[config.mk]
export PLATFORM = sky130hd
export DESIGN_NAME = rsam_ctrl
export DESIGN_NICKNAME = d
export VERILOG_FILES = /design/src/core/rsam_pkg.sv /design/src/core/rsam_ctrl.sv
export VERILOG_INCLUDE_DIRS = /design/src /design/src/core
export SDC_FILE = /design/constraint.sdc
export NUM_CORES = 1
export LEC_CHECK = 0
export BUFFER_PORTS_ARGS = -buffer_cell sky130_fd_sc_hd__buf_2
export CORE_MARGIN = 2
export CORE_UTILIZATION = 60
export DETAILED_ROUTE_END_ITERATION = 8
export HOLD_SLACK_MARGIN = 0.06
export PLACE_DENSITY = 0.82
export REMOVE_ABC_BUFFERS = 1
export SLEW_MARGIN = 10
export SYNTH_ARGS = -nofsm -noshare
export SYNTH_HDL_FRONTEND = slang
export SYNTH_HIERARCHICAL = 1
export SYNTH_SLANG_ARGS = --single-unit
[constraint.sdc]
create_clock -name CLK_SYS_IN -period 5 [get_ports CLK_SYS_IN]
set_input_delay 0 -clock CLK_SYS_IN [delete_from_list [all_inputs] [get_ports CLK_SYS_IN]]
set_output_delay 0 -clock CLK_SYS_IN [all_outputs]
set_load 0.005 [all_outputs]
[src/core/rsam_defs.svh]
`ifndef RSAM_DEFS_SVH
`define RSAM_DEFS_SVH

`define RSAM_ADDR_CTRL 8'h00
`define RSAM_ADDR_STAT 8'h04
`define RSAM_ADDR_DATA 8'h08

`define RSAM_CTRL_WG 0
`define RSAM_CTRL_RG 1
`define RSAM_CTRL_MC 2
`define RSAM_STAT_OVR 5
`define RSAM_STAT_BAD 6

`define RSAM_FIFO_WIDTH 8
`define RSAM_FIFO_DEPTH 32

`define RSAM_MARK_CODE 8'h04
`define RSAM_SYNC_CODE 8'h90
`define RSAM_ALIGN_CODE 8'h40
`define RSAM_ALIGN_NIB 4'h4
`define RSAM_SYNC_LM1 3'h5
`define RSAM_ALIGN_LM1 3'h3
`define RSAM_MARK_LM1 3'h7
`define RSAM_SKIP_MARK 4'hF
`define RSAM_ALIGN_COUNT 4'h8
`define RSAM_PRE_COUNT 3'h5
`define RSAM_BYTE_BITS 4'h8
`define RSAM_LOOKAHEAD 4'h4
`define RSAM_ONES 12'hFFF

`endif

[src/core/rsam_pkg.sv]
package rsam_pkg;

  typedef enum logic [2:0] {
    E_IDLE = 3'h0,
    E_SYNC = 3'h1,
    E_ALIGN = 3'h3,
    E_MARK1 = 3'h2,
    E_MARK2 = 3'h6,
    E_DATA = 3'h7
  } rsam_estate_t;

  typedef struct packed {
    logic cs1;
    logic cs2;
    logic cs3;
    logic ds1;
    logic ds2;
    logic wg;
    logic rg;
    logic mc;
    logic mc_prev;
    rsam_estate_t estate;
    logic [2:0] eskip;
    logic [7:0] ecode;
    logic code_out;
    logic [11:0] dacc;
    logic [3:0] dcnt;
    logic [3:0] acnt;
    logic [7:0] cw;
    logic [3:0] dskip;
    logic [2:0] pcnt;
    logic done;
    logic latch;
    logic found;
    logic dclk;
    logic [11:0] oacc;
    logic [3:0] ocnt;
    logic overrun;
    logic bad;
    logic [31:0] prdata;
  } rsam_state_t;

endpackage

[src/core/rsam_ctrl.sv]
// How it works
// [RULE1] Address mark is code word 00000100
// [RULE2] Data clock rises at each pattern start
// [RULE3] Write exactly eight 0100 alignment groups
// [RULE4] Sync field feeds zeros, emits 100100
// [RULE5] Mark control sets latch, forcing ones
// [RULE6] Eighth alignment group sets done, mark follows
// [RULE7] Two mark copies; second raises found
// [RULE8] Controller supplies data once found rises
// [RULE9] Read needs five alignment groups first
// [RULE10] Read gate with mark control clears flags
// [RULE11] Fifth consecutive 0100 sets done flag
// [RULE12] Other pattern clears done and count
// [RULE13] Read mark found sets latch, opens data
// [RULE14] Read latch holds while read gate high
// [RULE15] Bad pair: state zero, output zero
// [RULE16] One data bit per two code bits
// [RULE17] Data clock is code clock halved
// [RULE18] Count in 4-bit groups, clear on gate fall
`include "rsam_defs.svh"
`timescale 1ns/100ps
`default_nettype none

module rsam_fifo #(
  parameter int WIDTH = 8,
  parameter int DEPTH = 32
) (
  input wire logic clk_in,
  input wire logic reset_in,
  input wire logic in_valid_in,
  input wire logic [WIDTH-1:0] in_data_in,
  output logic in_ready_out,
  output logic out_valid_out,
  output logic [WIDTH-1:0] out_data_out,
  input wire logic out_ready_in
);
  localparam int AW = $clog2(DEPTH);
  localparam logic [AW:0] FULL = (AW+1)'(DEPTH);

  typedef struct packed {
    logic [DEPTH-1:0][WIDTH-1:0] mem;
    logic [AW-1:0] wp;
    logic [AW-1:0] rp;
    logic [AW:0] cnt;
  } rsam_fifo_state_t;

  rsam_fifo_state_t r_ff;
  rsam_fifo_state_t nxt_r;
  logic push;
  logic pop;

  always_comb begin
    nxt_r = r_ff;
    in_ready_out = r_ff.cnt != FULL;
    out_valid_out = r_ff.cnt != '0;
    out_data_out = r_ff.mem[r_ff.rp];
    push = in_valid_in & in_ready_out;
    pop = out_valid_out & out_ready_in;
    if (push) begin
      nxt_r.mem[r_ff.wp] = in_data_in;
      nxt_r.wp = r_ff.wp + 1'b1;
    end
    if (pop) begin
      nxt_r.rp = r_ff.rp + 1'b1;
    end
    if (push & ~pop) begin
      nxt_r.cnt = r_ff.cnt + 1'b1;
    end else if (pop & ~push) begin
      nxt_r.cnt = r_ff.cnt - 1'b1;
    end
  end

  always_ff @(posedge clk_in) begin
    if (reset_in) begin
      r_ff <= '0;
    end else begin
      r_ff <= nxt_r;
    end
  end
endmodule

module rsam_ctrl
  import rsam_pkg::*;
(
  input wire logic CLK_SYS_IN,
  input wire logic RESET_IN,
  input wire logic PSEL_IN,
  input wire logic PENABLE_IN,
  input wire logic PWRITE_IN,
  input wire logic [7:0] PADDR_IN,
  input wire logic [31:0] PWDATA_IN,
  output logic [31:0] PRDATA_OUT,
  output logic PREADY_OUT,
  output logic PSLVERR_OUT,
  input wire logic CODE_CLK_IN,
  input wire logic CODE_DATA_IN,
  output logic CODE_OUT,
  output logic CODE_OE_OUT,
  output logic DATA_CLK_OUT,
  output logic MARK_FOUND_OUT,
  output logic MARK_LATCH_OUT,
  output logic PREAMBLE_DONE_OUT
);
  rsam_state_t r_ff;
  rsam_state_t nxt_r;
  logic f_in_valid;
  logic f_in_ready;
  logic f_out_valid;
  logic f_out_ready;
  logic [7:0] f_in_data;
  logic [7:0] f_out_data;
  logic ce;
  logic acc;
  logic hit_ctrl;
  logic hit_stat;
  logic hit_data;
  logic mc_rise;
  logic dec_bad;
  logic enc_pop;
  logic [15:0] eg;
  logic [11:0] dg;
  logic [7:0] sh;
  logic [11:0] ob;
  logic [7:0] g;
  logic [2:0] lm;
  logic ld;

  // Table groups: {code left aligned, length-1, data bits used}
  function automatic logic [15:0] enc_grp(input logic [3:0] w);
    casez (w)
      4'b10??: enc_grp = {8'h40, 4'h3, 4'h2};
      4'b11??: enc_grp = {8'h80, 4'h3, 4'h2};
      4'b000?: enc_grp = {8'h10, 4'h5, 4'h3};
      4'b010?: enc_grp = {8'h90, 4'h5, 4'h3};
      4'b011?: enc_grp = {8'h20, 4'h5, 4'h3};
      4'b0010: enc_grp = {8'h24, 4'h7, 4'h4};
      default: enc_grp = {8'h08, 4'h7, 4'h4};
    endcase
  endfunction

  // Returns {bad, data bits right aligned, bit count, length-1}
  function automatic logic [11:0] dec_grp(input logic [7:0] c);
    casez (c)
      8'b0100????: dec_grp = {1'b0, 4'h2, 3'h2, 4'h3};
      8'b1000????: dec_grp = {1'b0, 4'h3, 3'h2, 4'h3};
      8'b000100??: dec_grp = {1'b0, 4'h0, 3'h3, 4'h5};
      8'b100100??: dec_grp = {1'b0, 4'h2, 3'h3, 4'h5};
      8'b001000??: dec_grp = {1'b0, 4'h3, 3'h3, 4'h5};
      8'b00100100: dec_grp = {1'b0, 4'h2, 3'h4, 4'h7};
      8'b00001000: dec_grp = {1'b0, 4'h3, 3'h4, 4'h7};
      default: dec_grp = {1'b1, 4'h0, 3'h1, 4'h1};
    endcase
  endfunction

  rsam_fifo #(
    .WIDTH(`RSAM_FIFO_WIDTH),
    .DEPTH(`RSAM_FIFO_DEPTH)
  ) u_fifo (
    .clk_in(CLK_SYS_IN),
    .reset_in(RESET_IN),
    .in_valid_in(f_in_valid),
    .in_data_in(f_in_data),
    .in_ready_out(f_in_ready),
    .out_valid_out(f_out_valid),
    .out_data_out(f_out_data),
    .out_ready_in(f_out_ready)
  );

  always_comb begin
    nxt_r = r_ff;
    g = `RSAM_SYNC_CODE;
    lm = `RSAM_SYNC_LM1;
    ld = 1'b0;
    enc_pop = 1'b0;
    dec_bad = 1'b0;
    // The first flop of each synchroniser is read only by the second flop
    nxt_r.cs1 = CODE_CLK_IN;
    nxt_r.cs2 = r_ff.cs1;
    nxt_r.cs3 = r_ff.cs2;
    nxt_r.ds1 = CODE_DATA_IN;
    nxt_r.ds2 = r_ff.ds1;
    ce = r_ff.cs2 & ~r_ff.cs3;
    sh = {r_ff.cw[6:0], r_ff.ds2};
    eg = enc_grp(r_ff.dacc[11:8]);
    dg = dec_grp(sh);
    ob = r_ff.oacc >> (r_ff.ocnt - `RSAM_BYTE_BITS);
    mc_rise = r_ff.mc & ~r_ff.mc_prev;
    nxt_r.mc_prev = r_ff.mc;

    hit_ctrl = PADDR_IN == `RSAM_ADDR_CTRL;
    hit_stat = PADDR_IN == `RSAM_ADDR_STAT;
    hit_data = PADDR_IN == `RSAM_ADDR_DATA;
    // Writes to a full buffer wait rather than drop bytes while the read gate is low
    PREADY_OUT = ~(PSEL_IN & PENABLE_IN & PWRITE_IN & hit_data &
                   ~r_ff.rg & ~f_in_ready);
    acc = PSEL_IN & PENABLE_IN & PREADY_OUT;
    PSLVERR_OUT = PSEL_IN & PENABLE_IN & ~(hit_ctrl | hit_stat | hit_data);
    PRDATA_OUT = r_ff.prdata;

    if (PSEL_IN & ~PENABLE_IN) begin
      if (hit_ctrl) begin
        nxt_r.prdata = {29'h0, r_ff.mc, r_ff.rg, r_ff.wg};
      end else if (hit_stat) begin
        nxt_r.prdata = {21'h0, r_ff.pcnt, 1'b0, r_ff.bad, r_ff.overrun,
                        ~f_in_ready, ~f_out_valid, r_ff.latch, r_ff.done,
                        r_ff.found};
      end else if (hit_data) begin
        nxt_r.prdata = {24'h0, f_out_data};
      end else begin
        nxt_r.prdata = 32'h0;
      end
    end
    if (acc & PWRITE_IN & hit_ctrl) begin
      nxt_r.wg = PWDATA_IN[`RSAM_CTRL_WG];
      nxt_r.rg = PWDATA_IN[`RSAM_CTRL_RG];
      nxt_r.mc = PWDATA_IN[`RSAM_CTRL_MC];
    end
    // Clear first so a same-cycle event still sets the flag
    if (acc & PWRITE_IN & hit_stat) begin
      nxt_r.overrun = r_ff.overrun & ~PWDATA_IN[`RSAM_STAT_OVR];
      nxt_r.bad = r_ff.bad & ~PWDATA_IN[`RSAM_STAT_BAD];
    end

    if (~r_ff.rg) begin
      nxt_r.pcnt = 3'h0; // [RULE18]
    end

    if (~r_ff.wg & ~r_ff.rg) begin
      nxt_r.estate = E_IDLE;
      nxt_r.done = 1'b0;
      nxt_r.latch = 1'b0;
      nxt_r.found = 1'b0;
      nxt_r.eskip = 3'h0;
      nxt_r.code_out = 1'b0;
      nxt_r.dacc = 12'h000;
      nxt_r.dcnt = 4'h0;
      nxt_r.acnt = 4'h0;
      nxt_r.dskip = 4'h0;
      nxt_r.ocnt = 4'h0;
    end else if (r_ff.rg) begin
      nxt_r.estate = E_IDLE;
      // Decoder cannot stall the disk, so a full buffer drops the byte
      if (r_ff.ocnt >= `RSAM_BYTE_BITS) begin
        nxt_r.ocnt = r_ff.ocnt - `RSAM_BYTE_BITS;
        if (~f_in_ready) begin
          nxt_r.overrun = 1'b1;
        end
      end
      if (ce) begin
        nxt_r.cw = sh;
        nxt_r.dclk = ~r_ff.dclk; // [RULE17]
        if (r_ff.dskip != 4'h0) begin
          nxt_r.dskip = r_ff.dskip - 4'h1; // [RULE18]
        end else if (~r_ff.latch) begin
          if (r_ff.done & (sh == `RSAM_MARK_CODE)) begin // [RULE1] [RULE9]
            nxt_r.found = 1'b1; // [RULE13]
            nxt_r.latch = 1'b1; // [RULE13]
            nxt_r.dskip = `RSAM_SKIP_MARK;
          end else if (sh[7:4] == `RSAM_ALIGN_NIB) begin
            if (r_ff.pcnt != `RSAM_PRE_COUNT) begin
              nxt_r.pcnt = r_ff.pcnt + 3'h1;
            end
            if (r_ff.pcnt >= `RSAM_PRE_COUNT - 3'h1) begin
              nxt_r.done = 1'b1; // [RULE11]
            end
            nxt_r.dskip = {1'b0, `RSAM_ALIGN_LM1}; // [RULE18]
            nxt_r.dclk = 1'b1; // [RULE2]
          end else begin
            // Sliding one bit at a time hunts for group alignment
            nxt_r.pcnt = 3'h0; // [RULE12]
            nxt_r.done = 1'b0; // [RULE12]
          end
        end else begin
          nxt_r.dskip = dg[3:0]; // [RULE16]
          nxt_r.oacc = (r_ff.oacc << dg[6:4]) | {8'h00, dg[10:7]};
          nxt_r.ocnt = nxt_r.ocnt + {1'b0, dg[6:4]};
          if (dg[11]) begin
            dec_bad = 1'b1; // [RULE15]
            nxt_r.bad = 1'b1;
          end
        end
      end
      if (mc_rise) begin
        nxt_r.done = 1'b0; // [RULE10]
        nxt_r.latch = 1'b0; // [RULE10]
        nxt_r.found = 1'b0;
        nxt_r.pcnt = 3'h0;
      end
    end else begin
      if (r_ff.estate == E_IDLE) begin
        nxt_r.estate = E_SYNC;
      end
      if (mc_rise & (r_ff.estate == E_SYNC)) begin
        nxt_r.latch = 1'b1; // [RULE5]
        nxt_r.dacc = `RSAM_ONES; // [RULE5]
      end
      if (ce) begin
        nxt_r.dclk = ~r_ff.dclk; // [RULE17]
        if (r_ff.eskip == 3'h0) begin
          ld = 1'b1;
          case (r_ff.estate)
            E_IDLE, E_SYNC: begin
              if (r_ff.latch) begin
                g = `RSAM_ALIGN_CODE; // [RULE5]
                lm = `RSAM_ALIGN_LM1;
                nxt_r.acnt = 4'h1;
                nxt_r.estate = E_ALIGN;
              end else begin
                g = `RSAM_SYNC_CODE; // [RULE4]
                lm = `RSAM_SYNC_LM1;
              end
            end
            E_ALIGN: begin
              if (r_ff.acnt == `RSAM_ALIGN_COUNT) begin // [RULE3]
                nxt_r.done = 1'b1; // [RULE6]
                g = `RSAM_MARK_CODE; // [RULE6]
                lm = `RSAM_MARK_LM1;
                nxt_r.estate = E_MARK1;
                nxt_r.dacc = 12'h000;
                nxt_r.dcnt = 4'h0;
              end else begin
                g = `RSAM_ALIGN_CODE;
                lm = `RSAM_ALIGN_LM1;
                nxt_r.acnt = r_ff.acnt + 4'h1;
              end
            end
            E_MARK1: begin
              g = `RSAM_MARK_CODE; // [RULE7]
              lm = `RSAM_MARK_LM1;
              nxt_r.found = 1'b1; // [RULE7]
              nxt_r.latch = 1'b0; // [RULE7]
              nxt_r.estate = E_MARK2;
            end
            default: begin
              // Buffer underrun pads with zero data
              g = eg[15:8];
              lm = eg[6:4];
              nxt_r.estate = E_DATA;
              nxt_r.dacc = r_ff.dacc << eg[3:0];
              if (r_ff.dcnt > eg[3:0]) begin
                nxt_r.dcnt = r_ff.dcnt - eg[3:0];
              end else begin
                nxt_r.dcnt = 4'h0;
              end
            end
          endcase
        end
        if (ld) begin
          nxt_r.code_out = g[7];
          nxt_r.ecode = {g[6:0], 1'b0};
          nxt_r.eskip = lm;
        end else begin
          nxt_r.code_out = r_ff.ecode[7];
          nxt_r.ecode = {r_ff.ecode[6:0], 1'b0};
          nxt_r.eskip = r_ff.eskip - 3'h1;
        end
      end else if (((r_ff.estate == E_MARK2) | (r_ff.estate == E_DATA)) &
                   (r_ff.dcnt <= `RSAM_LOOKAHEAD) & f_out_valid) begin
        enc_pop = 1'b1; // [RULE8]
        nxt_r.dacc = r_ff.dacc | ({f_out_data, 4'h0} >> r_ff.dcnt);
        nxt_r.dcnt = r_ff.dcnt + `RSAM_BYTE_BITS;
      end
    end

    f_in_valid = r_ff.rg ? (r_ff.ocnt >= `RSAM_BYTE_BITS) :
                 (acc & PWRITE_IN & hit_data);
    f_in_data = r_ff.rg ? ob[7:0] : PWDATA_IN[7:0];
    f_out_ready = r_ff.rg ? (acc & ~PWRITE_IN & hit_data) : enc_pop;
  end

  always_ff @(posedge CLK_SYS_IN) begin
    if (RESET_IN) begin
      r_ff <= '0;
    end else begin
      r_ff <= nxt_r;
    end
  end

  assign CODE_OUT = r_ff.code_out;
  assign CODE_OE_OUT = r_ff.wg & ~r_ff.rg;
  assign DATA_CLK_OUT = r_ff.dclk;
  assign MARK_FOUND_OUT = r_ff.found;
  assign MARK_LATCH_OUT = r_ff.latch;
  assign PREAMBLE_DONE_OUT = r_ff.done;
endmodule

`default_nettype wire

==> flow_metrics.py <==
metrics = {
    "layout": {
        "multiInputGateArea_um2": 10900,
        "ff_latch_area_um2": 7220,
        "nets": 2014,
        "drive_above_1_share": 0.133,
        "antenna_cells": 0,
        "fillers": 2400,
        "area_delta_synth_final_pct": 8.25,
    },
    "synthesis": {
        "synth-seq-cells": 360,
        "ys_warn_count": 6,
        "synth_top_area_cell": "dfxtp_1",
        "seq_area_frac_synth": 0.376,
        "postSynth.asyncResetShare": 0,
        "avgSynthCellArea_um2": 9.71,
        "synthTopCellsByArea": "dfxtp_1 (38%), mux2i_1 (16%), nor2_1 (6.8%)",
        "synth_top_area_frac": 0.376,
        "synth_edf_count": 0,
        "synthDistinctLibCells": 93,
        "syn_area_um2": 19200,
        "synthFlopType": "dfxtp_1",
        "postSynthCellCount": 1976,
    },
    "placed_design": {
        "pre_cts_ws_ns": 0.769,
        "port_buffers": 41,
        "gp_congestion": 0.904,
        "hpwl_mm": 30.6,
    },
    "die": {
        "coreArea_um2": 31600,
        "die_w_um": 183,
        "die_area_um2": 33400,
        "start_util": 0.608,
        "num_rows": 65,
        "die_y_um": 183,
        "io_pins": 87,
    },
    "timing": {
        "drv_slew": 0,
        "fin_tns_setup_ns": 0,
        "min_period_over_period": 0.885,
        "setup_viol": 0,
        "timing.hold.ws_ns": 0.0927,
        "fin_ws_ns": 0.574,
        "fmax_ghz": 0.226,
        "period_minus_slack_ns": 4.43,
        "hold_viol": 0,
        "rsz0062_at_grt": "false",
        "relSlewSlack": 0.179,
        "clock_skew_ns": 0.0196,
        "worst_pin_slew_ns": 1.23,
    },
    "global_route": {
        "grt_pass1_wl_mm": 77.5,
        "overflow": 0,
        "antenna_found_initial": 0,
        "grt_pass1_vias": 14700,
        "grtUsageTotal": 0.285,
        "grt_start_max_net_pins": 112,
    },
    "clocking": {
        "clock_latency_ns": 0.54,
        "numCtsBuffers": 39,
        "cts_buffer_depth": 3,
        "cts_root_buffer": "clkbuf_16",
        "clkTransAtPathRegs_ns": 0.06,
        "cts_setup_buffers": 0,
        "ctsResizeCount": 0,
        "cts_tree": "done",
        "cts_hold_buffers": 26,
        "htree_num_levels": 2,
        "cts.sinks": 360,
    },
    "run_status": {
        "status": "finished clean",
    },
    "critical_path": {
        "path_class": "in2reg",
        "worstPathRequired_ns": 5.43,
        "r2r-start": "u_fifo/r_ff[6]",
        "cp-start-kind": "input port",
        "crit_path_max_fanout": 8,
        "cp-end-kind": "flip-flop",
        "reg2reg_to": "PRDATA_OUT[7]",
        "r2r_slack_ns": 0.61,
        "r2r_cells": 8,
        "arrival_ns": 4.85,
    },
    "drt": {
        "postRouteWirelength_mm": 48.2,
        "vias": 15200,
        "route.detailed.drc": 0,
        "firstDrtPassIters": 6,
        "ant_nets": 0,
        "viasPerCell": 6.43,
        "routedWlPerCell_um": 20.4,
        "drt-initial-drc-count": 1268,
    },
    "power": {
        "power.density_nw_per_um2": 286,
        "p_leak_uw": 0.00670,
        "vdd_drop_max_uv": 294,
    },
    "hold_path": {
        "hp-start": "PADDR_IN[3]",
        "holdPathEnd": "PRDATA_OUT[1]",
        "hp-class": "in2reg",
        "hold_path_depth": 5,
    },
    "run": {
        "maxCapViolations": 0,
    },
}
-- cell usage in the layout, fill, tap and decap left out, drive strengths merged, types with 37 or more instances in the layout --
master    n
o21ai    50
a21oi    81
inv      48
dfxtp   360
nor2    348
nand2    73
a311oi   37
mux4     56
mux2i   316
buf      68
clkbuf   48
-- metrics by stage --
stage,std cells,instance area [um^2],total power (uW),util
after floorplan,1805,18300,2990,-
after global placement,2275,19300,3070,0.610
after detailed placement,2275,19300,3070,0.610
after CTS,2361,20800,5950,0.658
after global routing,2361,20800,6080,0.658
final,2361,20800,5930,0.658
-- worst max-delay path by stage --
stage	from	endpoint	slack, ns	cells after the start
after detailed placement	u_fifo/r_ff[0]	u_fifo/r_ff[5]	0.77	14
after floorplan	u_fifo/r_ff[0]	u_fifo/r_ff[5]	-3.20	13
after global placement	u_fifo/r_ff[0]	u_fifo/r_ff[5]	0.88	14
after CTS	PADDR_IN[0]	u_fifo/r_ff[5]	0.66	16
after global routing	PADDR_IN[0]	u_fifo/r_ff[5]	0.41	16
final	PADDR_IN[0]	u_fifo/r_ff[5]	0.57	16
-- Yosys cell counts, drive strengths merged, types with 7 or more instances --
library cell	count
dfxtp	360
nor2	348
mux2i	316
clkbuf	112
a21oi	81
buf	79
nand2	73
mux4	56
o21ai	50
inv	46
a311oi	37
nor3	35
nand3	33
ha	24
nor2b	21
o22ai	18
a211oi	17
a22oi	16
a2111oi	14
o31ai	14
nand3b	13
or3	13
mux2	12
a31oi	11
a221oi	10
nand2b	10
a21o	9
and3	9
nor3b	9
o221ai	9
o311ai	9
a22o	8
nor4	7
or3b	7
or4	7
-- worst max-delay path, stage by stage --
cell and delay [ns]:
dlygate4sd3_1 0.53, buf_2 0.12, nor2_1 0.12, dlygate4sd3_1 0.57
nand3_1 0.14, nor3b_2 0.45, or4b_2 0.64, o21ai_0 0.31
o31ai_2 0.29, ha_1 0.35, inv_1 0.17, ha_1 0.26
a211o_1 0.31, a21o_1 0.16, o211ai_1 0.09, mux2_1 0.34
-- cells by family after synthesis --
kind of cell	synth area share
other	0.000195
adders and majority gates	0.0188
buffers and inverters	0.0608
DFF	0.376
xor gates and xnor gates	0.00411
and+or+nand+nor	0.149
muxes	0.238
AOI/OAI and AO/OA	0.154
-- metal layers --
layer,track usage,routed length (um)
met2,0.490,23500
met1,0.368,20200
met4,0.114,1680
met5,0,0
met3,0.0328,2880
-- area by class of cell --
class,count,share of cell area
clock inverters,12,0.00994
clock buffers,48,0.0505
well taps,402,0.0242
repair buffers,94,0.0326
inverters,47,0.00849
multi-input cells,1398,0.527
flip-flops and latches,360,0.347
-- flip-flops by register name (all words and copies together), names as in the netlist --
register	count
PREAMBLE_DONE_OUT	1
DATA_CLK_OUT	1
u_fifo/r_ff	272
PRDATA_OUT	11
MARK_LATCH_OUT	1
r_ff	68
CODE_OUT	1
nxt_r	4
MARK_FOUND_OUT	1
-- report_power, final --
part	leakage [uW]	switching [uW]	internal [uW]	total (uW)
Clock	0.000616	1170	1740	2910
Combinational	0.00318	113	38.9	152
Sequential	0.00290	2.50	2870	2870
No activity file was read; power rests on OpenSTA's default activity.
